<file path="src/design/plh_pkg.sv">
`default_nettype none
package plh_pkg;
  // Lock counter select codes and their cycle counts
  localparam logic [1:0] LCNT_SEL_5 = 2'h0;
  localparam logic [1:0] LCNT_SEL_B = 2'h1;
  localparam logic [1:0] LCNT_SEL_C = 2'h2;
  localparam logic [7:0] LCNT_5 = 8'h05;
  localparam logic [7:0] LCNT_B = 8'h10;
  localparam logic [7:0] LCNT_C = 8'h40;
  localparam logic [7:0] LCNT_D = 8'hFF;
  // Window select: zero is the high range
  localparam logic WIN_HIGH = 1'h0;
  // Lock thresholds in edge-difference units, per backlash width
  localparam logic [7:0] LTHR_HI_0 = 8'h20;
  localparam logic [7:0] LTHR_HI_1 = 8'h28;
  localparam logic [7:0] LTHR_HI_2 = 8'h30;
  localparam logic [7:0] LTHR_HI_3 = 8'h38;
  localparam logic [7:0] LTHR_LO_0 = 8'h08;
  localparam logic [7:0] LTHR_LO_1 = 8'h0C;
  localparam logic [7:0] LTHR_LO_2 = 8'h10;
  localparam logic [7:0] LTHR_LO_3 = 8'h14;
  // Unlock window is lock window plus this margin
  localparam logic [7:0] UNLOCK_MARGIN = 8'h10;
  // Lock pin control codes
  localparam logic [5:0] LPIN_LOW = 6'h00;
  localparam logic [5:0] LPIN_DLD = 6'h01;
  localparam logic [5:0] LPIN_HIGH = 6'h02;
  localparam logic [5:0] LPIN_CSRC = 6'h04;
  // Status pin control codes
  localparam logic [5:0] STAT_LOW = 6'h00;
  localparam logic [5:0] STAT_DLD = 6'h01;
  localparam logic [5:0] STAT_LDCMP = 6'h02;
  localparam logic [5:0] STAT_HOLD = 6'h03;
  // Reference monitor pin control codes
  localparam logic [4:0] RMON_LOW = 5'h00;
  localparam logic [4:0] RMON_DLD = 5'h01;
  localparam logic [4:0] RMON_LDCMP = 5'h02;
  // Output and channel counts
  localparam int unsigned NUM_OUT = 16;
  localparam int unsigned NUM_CH = 4;
  // Reset values
  localparam logic [7:0] CNT_RST = 8'h00;
  localparam logic [15:0] QCNT_RST = 16'h0000;
  typedef enum logic [1:0] {
    HO_RUN,
    HO_HOLD,
    HO_REARM
  } plh_ho_state_t;
endpackage
`default_nettype wire

</file>
<file path="src/design/plh_lock_holdover.sv">
// Functional notes
// - Lock declared after selected count of consecutive cycles below lock window.
// - Lock held until one cycle exceeds unlock window, then dropped at once.
// - Unlock window always wider than lock window, giving hysteresis.
// - Windows depend on window select and backlash width only.
// - Counter code zero means five qualifying cycles.
// - Window select zero picks the high range window.
// - Lock detector runs only while its disable bit is zero.
// - Lock flag selectable onto lock, status and monitor pins.
// - Lock pin comparator routable to monitor or status pin.
// - Lock pin code 0x04 selects charged current-source lock mode.
// - Comparator disabled means holdover sees the lock pin as high.
// - Global holdover enable gates both holdover modes.
// - External holdover bit: zero automatic, one sync-pin manual.
// - Manual: sync falling edge tri-states the charge pump immediately.
// - Manual exit after sync high on next reference edge only.
// - Leaving tri-state resets feedback B counter on that same edge.
// - Channels without ignore-sync turn off while sync is low.
// - Automatic: sensed lock pin low enters tri-state.
// - After automatic exit, no re-entry until lock pin goes high.
// - Holdover follows selected reference; exits on its next edge.
// - Switchover enable, preferred reference and buffer enables pick the reference.
// - Gated outputs enable only while charged qualifier is high.
`default_nettype none
module plh_lock_holdover (
  // Clock and reset
  input wire logic core_clk_i,
  input wire logic sys_rst_i,
  // Reference edges at the phase detector
  input wire logic first_reference_edge_i,
  input wire logic second_reference_edge_i,
  input wire logic [7:0] edge_diff_i,
  // Lock detect configuration
  input wire logic [1:0] lock_count_sel_i,
  input wire logic lock_window_sel_i,
  input wire logic [1:0] backlash_width_i,
  input wire logic dld_disable_i,
  input wire logic [15:0] qual_term_cnt_i,
  // Pin control
  input wire logic [5:0] lock_pin_ctrl_i,
  input wire logic [5:0] status_pin_ctrl_i,
  input wire logic [4:0] monitor_pin_ctrl_i,
  input wire logic lock_cmp_en_i,
  // Holdover control
  input wire logic holdover_en_i,
  input wire logic ext_holdover_i,
  input wire logic sync_n_i,
  // Reference selection
  input wire logic auto_switch_en_i,
  input wire logic prefer_second_i,
  input wire logic [1:0] ref_buf_en_i,
  // Channel and output gating
  input wire logic [3:0] ignore_sync_i,
  input wire logic [15:0] out_req_en_i,
  input wire logic [15:0] out_gate_en_i,
  // Lock status
  output logic edge_window_lock_flag_o,
  output logic charged_lock_qualifier_o,
  output logic lock_pin_o,
  output logic status_pin_o,
  output logic reference_monitor_pin_o,
  // Holdover status
  output logic cp_hiz_o,
  output logic b_cnt_reset_o,
  output logic ref_sel_o,
  // Distribution
  output logic [3:0] dist_off_o,
  output logic [15:0] out_en_o
);
  typedef struct packed {
    plh_pkg::plh_ho_state_t ho;
    logic sync_prev;
    logic [7:0] lock_cnt;
    logic edge_window_lock_flag;
    logic ref_sel;
    logic cp_hiz;
    logic b_rst;
    logic lock_pin;
    logic status_pin;
    logic mon_pin;
    logic [3:0] dist_off;
    logic [15:0] out_en;
  } plh_st_t;

  plh_st_t st_r;
  plh_st_t st_nxt;
  logic charged_lock_qualifier;

  // Required consecutive count for a counter code
  function automatic logic [7:0] lock_need(input logic [1:0] sel);
    logic [7:0] n;
    unique case (sel)
      plh_pkg::LCNT_SEL_5: n = plh_pkg::LCNT_5;
      plh_pkg::LCNT_SEL_B: n = plh_pkg::LCNT_B;
      plh_pkg::LCNT_SEL_C: n = plh_pkg::LCNT_C;
      default: n = plh_pkg::LCNT_D;
    endcase
    return n;
  endfunction

  // Lock window from range and backlash width
  function automatic logic [7:0] lock_thr(input logic win, input logic [1:0] abl);
    logic [7:0] t;
    if (win == plh_pkg::WIN_HIGH)
    begin
      unique case (abl)
        2'h0: t = plh_pkg::LTHR_HI_0;
        2'h1: t = plh_pkg::LTHR_HI_1;
        2'h2: t = plh_pkg::LTHR_HI_2;
        default: t = plh_pkg::LTHR_HI_3;
      endcase
    end
    else
    begin
      unique case (abl)
        2'h0: t = plh_pkg::LTHR_LO_0;
        2'h1: t = plh_pkg::LTHR_LO_1;
        2'h2: t = plh_pkg::LTHR_LO_2;
        default: t = plh_pkg::LTHR_LO_3;
      endcase
    end
    return t;
  endfunction

  plh_qual u_qual (
    .core_clk_i(core_clk_i),
    .sys_rst_i(sys_rst_i),
    .lock_flag_i(st_r.edge_window_lock_flag),
    .term_cnt_i(qual_term_cnt_i),
    .charged_lock_qualifier_o(charged_lock_qualifier)
  );

  logic ref_sel;
  logic ref_edge;
  logic [7:0] lthr;
  logic [7:0] uthr;
  logic [7:0] need;
  logic sensed;
  logic sync_fall;
  logic leave;
  logic lp;

  always_comb
  begin
    st_nxt = st_r;
    // Preferred reference, swapped only when automatic switchover finds it disabled
    ref_sel = prefer_second_i;
    if (auto_switch_en_i && !ref_buf_en_i[prefer_second_i])
      ref_sel = !prefer_second_i;
    // Only the selected, enabled reference counts as an edge
    if (ref_sel)
      ref_edge = second_reference_edge_i && ref_buf_en_i[1];
    else
      ref_edge = first_reference_edge_i && ref_buf_en_i[0];
    st_nxt.ref_sel = ref_sel;

    // Window decode
    lthr = lock_thr(lock_window_sel_i, backlash_width_i);
    // Margin keeps unlock strictly wider; saturate at top
    if (lthr > (8'hFF - plh_pkg::UNLOCK_MARGIN))
      uthr = 8'hFF;
    else
      uthr = lthr + plh_pkg::UNLOCK_MARGIN;
    need = lock_need(lock_count_sel_i);

    // Digital lock detector, evaluated once per reference cycle
    if (dld_disable_i)
    begin
      st_nxt.edge_window_lock_flag = 1'b0;
      st_nxt.lock_cnt = plh_pkg::CNT_RST;
    end
    else if (ref_edge)
    begin
      if (st_r.edge_window_lock_flag)
      begin
        // One cycle past unlock window drops lock
        if (edge_diff_i > uthr)
        begin
          st_nxt.edge_window_lock_flag = 1'b0;
          st_nxt.lock_cnt = plh_pkg::CNT_RST;
        end
      end
      else if (edge_diff_i < lthr)
      begin
        if (st_r.lock_cnt + 8'h01 >= need)
        begin
          st_nxt.edge_window_lock_flag = 1'b1;
          st_nxt.lock_cnt = plh_pkg::CNT_RST;
        end
        else
        begin
          st_nxt.lock_cnt = st_r.lock_cnt + 8'h01;
        end
      end
      else
      begin
        // Run broken: start over
        st_nxt.lock_cnt = plh_pkg::CNT_RST;
      end
    end

    // Lock pin source
    unique case (lock_pin_ctrl_i)
      plh_pkg::LPIN_DLD: lp = st_r.edge_window_lock_flag;
      plh_pkg::LPIN_HIGH: lp = 1'b1;
      plh_pkg::LPIN_CSRC: lp = charged_lock_qualifier;
      default: lp = 1'b0;
    endcase
    st_nxt.lock_pin = lp;
    // Comparator off reads as high
    sensed = lock_cmp_en_i ? st_r.lock_pin : 1'b1;

    // Status pin source
    unique case (status_pin_ctrl_i)
      plh_pkg::STAT_DLD: st_nxt.status_pin = st_r.edge_window_lock_flag;
      plh_pkg::STAT_LDCMP: st_nxt.status_pin = lock_cmp_en_i && st_r.lock_pin;
      plh_pkg::STAT_HOLD: st_nxt.status_pin = st_r.cp_hiz;
      default: st_nxt.status_pin = 1'b0;
    endcase

    // Monitor pin source
    unique case (monitor_pin_ctrl_i)
      plh_pkg::RMON_DLD: st_nxt.mon_pin = st_r.edge_window_lock_flag;
      plh_pkg::RMON_LDCMP: st_nxt.mon_pin = lock_cmp_en_i && st_r.lock_pin;
      default: st_nxt.mon_pin = 1'b0;
    endcase

    // Holdover
    st_nxt.sync_prev = sync_n_i;
    sync_fall = st_r.sync_prev && !sync_n_i;
    leave = 1'b0;
    if (!holdover_en_i)
    begin
      st_nxt.ho = plh_pkg::HO_RUN;
    end
    else
    begin
      unique case (st_r.ho)
        plh_pkg::HO_RUN:
        begin
          if (ext_holdover_i)
          begin
            // Edge, not level, starts manual holdover
            if (sync_fall)
              st_nxt.ho = plh_pkg::HO_HOLD;
          end
          else if (!sensed)
          begin
            st_nxt.ho = plh_pkg::HO_HOLD;
          end
        end
        plh_pkg::HO_HOLD:
        begin
          // Without reference edges the pump stays tri-stated
          if (ref_edge && (!ext_holdover_i || sync_n_i))
          begin
            leave = 1'b1;
            st_nxt.ho = ext_holdover_i ? plh_pkg::HO_RUN : plh_pkg::HO_REARM;
          end
        end
        plh_pkg::HO_REARM:
        begin
          // Stale low lock pin must not retrigger at once
          if (ext_holdover_i)
          begin
            // A sync edge still counts after a mode change
            st_nxt.ho = sync_fall ? plh_pkg::HO_HOLD : plh_pkg::HO_RUN;
          end
          else if (sensed)
          begin
            st_nxt.ho = plh_pkg::HO_RUN;
          end
        end
        default: st_nxt.ho = plh_pkg::HO_RUN;
      endcase
    end
    st_nxt.cp_hiz = holdover_en_i && (st_nxt.ho == plh_pkg::HO_HOLD);
    // B counter reset pulses with the exit edge; prescaler untouched
    st_nxt.b_rst = leave;

    // Channel outputs off while sync low unless told to ignore
    st_nxt.dist_off = ~ignore_sync_i & {plh_pkg::NUM_CH{~sync_n_i}};
  end

  // Per-output gating on the charged qualifier
  genvar gi;
  logic [15:0] oen;
  generate
    for (gi = 0; gi < plh_pkg::NUM_OUT; gi++)
    begin : g_out
      assign oen[gi] = out_req_en_i[gi] && (!out_gate_en_i[gi] || charged_lock_qualifier);
    end
  endgenerate

  always_ff @(posedge core_clk_i or posedge sys_rst_i)
  begin
    if (sys_rst_i)
    begin
      st_r <= '0;
      st_r.ho <= plh_pkg::HO_RUN;
      st_r.sync_prev <= 1'b1;
    end
    else
    begin
      st_r <= st_nxt;
      st_r.out_en <= oen;
    end
  end

  assign edge_window_lock_flag_o = st_r.edge_window_lock_flag;
  assign charged_lock_qualifier_o = charged_lock_qualifier;
  assign lock_pin_o = st_r.lock_pin;
  assign status_pin_o = st_r.status_pin;
  assign reference_monitor_pin_o = st_r.mon_pin;
  assign cp_hiz_o = st_r.cp_hiz;
  assign b_cnt_reset_o = st_r.b_rst;
  assign ref_sel_o = st_r.ref_sel;
  assign dist_off_o = st_r.dist_off;
  assign out_en_o = st_r.out_en;
endmodule
`default_nettype wire

</file>
<file path="src/design/plh_qual.sv">
`default_nettype none
module plh_qual (
  // Clock and reset
  input wire logic core_clk_i,
  input wire logic sys_rst_i,
  // Lock flag and terminal count
  input wire logic lock_flag_i,
  input wire logic [15:0] term_cnt_i,
  // Qualified lock
  output logic charged_lock_qualifier_o
);
  typedef struct packed {
    logic [15:0] cnt;
    logic q;
  } plh_qual_st_t;

  plh_qual_st_t st_r;
  plh_qual_st_t st_nxt;

  always_comb
  begin
    st_nxt = st_r;
    if (!lock_flag_i)
    begin
      // Any false cycle discharges at once
      st_nxt.cnt = plh_pkg::QCNT_RST;
      st_nxt.q = 1'b0;
    end
    else if (st_r.cnt >= term_cnt_i)
    begin
      st_nxt.q = 1'b1;
    end
    else
    begin
      st_nxt.cnt = st_r.cnt + 16'h0001;
    end
  end

  always_ff @(posedge core_clk_i or posedge sys_rst_i)
  begin
    if (sys_rst_i)
      st_r <= '0;
    else
      st_r <= st_nxt;
  end

  assign charged_lock_qualifier_o = st_r.q;
endmodule
`default_nettype wire

</file>
<file path="config.mk">
export PLATFORM = sky130hd
export DESIGN_NAME = plh_lock_holdover
export DESIGN_NICKNAME = d
export VERILOG_FILES = /design/src/design/plh_pkg.sv /design/src/design/plh_lock_holdover.sv /design/src/design/plh_qual.sv
export SDC_FILE = /design/constraint.sdc
export NUM_CORES = 1
export LEC_CHECK = 0
export ABC_AREA = 1
export BUFFER_PORTS_ARGS = -buffer_cell sky130_fd_sc_hd__buf_2
export CAP_MARGIN = 20
export CORE_MARGIN = 5
export CORE_UTILIZATION = 52
export CTS_CLUSTER_DIAMETER = 60
export DETAILED_ROUTE_END_ITERATION = 8
export GPL_TIMING_DRIVEN = 1
export PLACE_DENSITY = 0.91
export SKIP_LAST_GASP = 1
export SYNTH_ARGS = -nofsm -noshare
export SYNTH_HDL_FRONTEND = slang
export SYNTH_SLANG_ARGS = --single-unit
</file>
<file path="constraint.sdc">
create_clock -name core_clk_i -period 2.75 [get_ports core_clk_i]
set_clock_uncertainty 0.2 [all_clocks]
set_input_delay 0.275 -clock core_clk_i [delete_from_list [all_inputs] [get_ports core_clk_i]]
set_output_delay 0.275 -clock core_clk_i [all_outputs]
set_load 0.005 [all_outputs]
</file>
---- Word level (Yosys, flattened, before mapping) ----
Index checks and enable logic that the tools add are counted.
word-level totals
  bits in registers ....................... 55
  input port bits ......................... 95
  output and inout bits ................... 28
  word-level logic and storage cells ...... 146
cells by class
  add/subtract/negate cells ............... 3
  $lt $le $gt $ge ......................... 6
  eq/ne operators ......................... 18
  muxes and demuxes ....................... 37
  bitwise operators ....................... 3
  reductions and logical operators ........ 65
operators by type and width
  kind                                                                   number
  9-bit two-way mux                                                      4
  8-bit two-way mux                                                      4
  5-bit one-hot mux with 3 select lines                                  2
  8-bit one-hot mux with 3 select lines                                  1
  1-bit logical AND                                                      23
  1-bit zero test                                                        20
  6-bit by 2-bit equality test with 1-bit output, second input constant  3
  1-bit logical OR                                                       17
  17-bit two-way mux                                                     1
  16-bit by 1-bit adder with 16-bit output, second input constant        1
  16-bit >= comparator                                                   1
  16-bit two-way mux                                                     1
  2-bit two-way mux                                                      8
  6-bit by 1-bit equality test with 1-bit output, second input constant  2
  1-bit two-way mux                                                      12
  8-bit by 1-bit adder with 8-bit output, second input constant          1
  8-bit by 5-bit adder with 8-bit output, second input constant          1
  2-bit by 1-bit equality test with 1-bit output, second input constant  4
  8-bit >= comparator                                                    1
  8-bit > comparator                                                     1
  8-bit > comparator, second input constant                              1
  8-bit < comparator                                                     1
  2-bit equality test, second input constant                             3
  6-bit by 3-bit equality test with 1-bit output, second input constant  1
  15 further kinds                                                       18

---- Longest topological paths before layout ----
  depth after elaboration ................. 12
  mapped depth ............................ 15
  mapped depth without buffers ............ 15

---- Cells and area by module ----
A second synthesis with hierarchy kept.
unflattened totals
  cells, all modules ...................... 517
  area, all modules ....................... 3960.0 um2
by module, submodules not included
  module             instances  cells each  area an instance (um2)  seq. area each (um2)
  plh_lock_holdover  1          287         2398.6                  952.2
  plh_qual           1          230         1561.5                  425.4

---- Worst setup path before layout ----
OpenSTA, ideal clock, no wires.
  kind .................................... reg-to-reg
  start ................................... reg st_r[27] (netlist name)
  end ..................................... reg st_r[27] (netlist name)
  setup time .............................. 0.065 ns
  arrival ................................. 1.874 ns
  data required time ...................... 2.485 ns
  slack ................................... 0.610 ns
  cell stages (with the launch flop) ...... 14
  path buffers ............................ 0
  period minus slack after synthesis ...... 2.140 ns
  cell sequence ........................... dfrtp_1 ha_1 nand2_1 nor2_1 nand2_1 xor2_1 inv_1 ha_1 nand2_1 o21a_1 nand3_2 nor2_1 nand2_1 nand2_1
on the way
  longest elaborated chain between the ends .. 7
RTL lines
  element                                   line                                                text
  start: declaration                        plh_lock_holdover.sv:85                             plh_st_t st_r;
  start signal: assignment                  plh_lock_holdover.sv:305                            st_r <= st_nxt;
  8-bit by 1-bit adder with 8-bit output *  plh_lock_holdover.sv:185, plh_lock_holdover.sv:192
  8-bit >= comparator                       plh_lock_holdover.sv:185                            if (st_r.lock_cnt + 8'h01 >= need)
  8-bit two-way mux *                       plh_lock_holdover.sv:185
  8-bit two-way mux *                       plh_lock_holdover.sv:183                            else if (edge_diff_i < lthr)
  9-bit two-way mux *                       plh_lock_holdover.sv:174                            if (st_r.edge_window_lock_flag)
  9-bit two-way mux *                       plh_lock_holdover.sv:172                            else if (ref_edge)
  9-bit two-way mux *                       plh_lock_holdover.sv:167                            if (dld_disable_i)
Mark *: on every way between the ends. The rest lies on a longest branch, timed or not. The select of a mux whose other input is x is not followed.
A chain may end at the register's enable or synchronous reset.

---- Worst setup path in the final report ----
  start ................................... reg st_r[27] (netlist name)
  end ..................................... reg st_r[30] (netlist name)
Same word-level chain as after synthesis.

==> results by group <==
Floorplanning
  – Chip width: 97.3 um
  – Initial core utilization: 54.0%
  – IO Pins: 123
  – Core Rows: 31
  – Die height: 97.3 um
  – Die area: 9460 um2
  – Core area: 7330 um2

Routing
  – Vias/cell: 5.04
  – Vias: 3883
  – Mean routed wirelength per cell: 13.3 um
  – 1st-pass router iterations: 4
  – Drt total wl: 10.2 mm
  – DR DRC count: 0
  – 1st-iter DRT viols: 243
  – Routed Antenna Nets: 0

Synth
  – Prevailing post-synth register cell: dfrtp_1
  – Post-synth EDFFs: 0
  – Synth cell types: 38
  – Part of the Yosys area used for sequential elements: 34.8%
  – Warnings from Yosys: 0
  – Yosys reg bits: 55
  – Synth Instances: 527
  – Synthesized cell area: 3960 um2
  – Post-synth ARST share: 100%
  – Syn_nets: 659
  – Synth Area per Inst: 7.51 um2

GRT
  – Largest net degree at the start of global routing: 56
  – GRT overflow: 0
  – Vias in the first global route: 3798
  – Global Route Usage Sum: 20.9%
  – Initial antenna violation count: 0
  – Global-route wire length before repair: 16.9 mm

Setup path
  – Reg-to-reg slack, setup: 240 ps
  – CP max stage cell: dfrtp_1
  – Worst setup path end: st_r[30]
  – Crit path from: st_r[27]
  – Top cell family by delay on the critical path: simple AND/OR/NAND/NOR gates
  – Critical path arrival: 2560 ps
  – Critical path fanouts, max: 8
  – Crit-path cells: nand3_1 -> nor3_1 -> nand3_1 -> nand2_1 -> inv_1 -> ha_1 -> nand2_1 -> inv_1 -> nor2_1 -> o21a_1 -> nand3_2 -> nor2_1 -> nand2_1 -> nand2_1
  – FF-to-FF path depth: 14
  – WP depth: 14
  – Req. time, crit path: 2800 ps
  – R2r endpoint: st_r[30]
  – Top cell by count, worst path: nand2_1
  – CP max stage delay: 440 ps
  – Crit end category: flip-flop
  – Critical R2R Launch: st_r[27]
  – Crit Path Category: reg2reg
  – Startpoint Class: flip-flop
  – CP bufs+invs: 2

Clock tree
  – TritonCTS buffer count: 5
  – Max clock buf depth: 2
  – Skew-Pair Late Insertion Delay: 310 ps
  – CTS sink cnt: 55
  – PostCTS Resize Cnt: 0
  – CTS clk-pin slew, worst paths: 100 ps
  – CTS tree: yes
  – Post-CTS Setup Inserts: 0
  – CTS root buffer: clkbuf_8
  – Cts hold-fix bufs: 36
  – Htree depth: 2

Timing
  – RSZ-0062 raised after global routing: no
  – Final Worst Setup Slack: 238 ps
  – Post-Route Setup TNS: 0 ps
  – Final Hold Viols: 0
  – Worst Max-Slew Pin Slew: 686 ps
  – Final Cycle Share: 91.4%
  – Count of final setup violators: 0
  – Worst hold margin: 18.6 ps
  – F_max: 0.398 GHz
  – Period minus WS final: 2510 ps
  – Pins Over Slew Limit: 0
  – Max transition margin: 54.2%

Power
  – PwrDens: 328 nW/um2
  – Total Power: 1.65 mW
  – Max rail drop VDD: 0.199 mV
  – P_leak: 2.94 nW

Final layout
  – Antenna Cells: 0
  – Nets: 803
  – Count of non-filler cells in the finished layout: 771
  – Fill count: 572
  – Most common cell after layout, fill and taps aside: nand2_1
  – Most frequent cells in the layout: nand2_1, buf_2, inv_1
  – Share of layout cells above drive strength 1: 24.1%
  – Area Overhead vs Synth: 26.9%
  – Core Util, Final: 68.5%
  – Post-route cell area: 5020 um2

Run status
  – Outcome: finished clean

Place
  – DP HPWL: 7.38 mm
  – Final RePlAce weighted congestion: 0.908
  – Post-Place Cells: 722
  – Placed Area: 4520 um2
  – Port-buffer cells: 122
  – Worst slack, placed: 297 ps

Flow run
  – Max-cap viol count: 0

Worst hold path
  – Hold depth: 2
  – Worst hold path type: in2reg
==> metal layers <==
metal	part of all wire, %	vias up	track usage [%]
li1	-	1943	-
met1	40	1786	24.5
met2	53	139	39.8
met3	5.9	15	3.52
met4	1.5	0	4.58
met5	0	-	0
==> worst register-to-register path: stages, from the launching register on <==
cell and delay, ps:
dfrtp_1 440, nand3_1 160, nor3_1 290, nand3_1 110, nand2_1 100, inv_1 40, ha_1 290, nand2_1 80
inv_1 40, nor2_1 90, o21a_1 160, nand3_2 180, nor2_1 140, nand2_1 60, nand2_1 70
==> Yosys cell counts, types with 6 or more instances <==
library cell    n  area [um2]
nand2_1       130         488
inv_1          87         327
dfrtp_1        54        1350
nor2_1         45         169
ha_1           37         463
nand3_1        32         160
nand4_1        26         163
buf_4          22         165
a21boi_0       16         120
a21oi_1        12        60.1
xor2_1         11        96.3
nor2_2          8        50.1
nand2_2         6        37.5
==> report_power, final <==
part	internal (mW)	switching [mW]	total (mW)	leakage, nW
Clock	0.189	0.288	0.477	0.0467
Combinational	0.158	0.166	0.325	2.15
Sequential	0.832	0.0123	0.845	0.737
Total	1.18	0.466	1.65	2.94
==> state kept, by name (all words and copies together) (netlist names) <==
name                             flops
b_cnt_reset_o                        1
cp_hiz_o                             1
dist_off_o                           4
edge_window_lock_flag_o              1
lock_pin_o                           1
out_en_o                            16
ref_sel_o                            1
reference_monitor_pin_o              1
st_r                                11
status_pin_o                         1
u_qual.charged_lock_qualifier_o      1
u_qual.st_r                         16
==> how the worst min path moves through the flow <==
stage / start / end / slack (ps)
floorplan: sync_n_i / st_r[35] / 80
CTS: out_req_en_i[3] / out_en_o[3] / 1
finish: out_req_en_i[12] / out_en_o[12] / 20
detailed placement: ignore_sync_i[2] / dist_off_o[2] / 220
global route: out_req_en_i[12] / out_en_o[12] / 3
global placement: ignore_sync_i[0] / dist_off_o[0] / 220
==> cell families after synthesis <==
| logic type | share of synthesized area (%) |
|---|---|
| and+or+nand+nor | 29.5 |
| xor gates and xnor gates | 2.65 |
| adders and majority gates | 11.7 |
| buffers and inverters | 13.6 |
| DFF | 34.8 |
| AOI/OAI and AO/OA | 7.74 |
==> area by class of cell <==
class                   instances  area (um2)  area share [%]
clock buffers                   5        68.8            1.37
repair buffers                166        1040            20.8
inverters                      90         338            6.72
flip-flops and latches         55        1380            27.4
clock inverters                 3        27.5           0.548
well taps                      99         124            2.47
multi-input cells             353        2040            40.7
No activity file was read; power rests on OpenSTA's default activity.
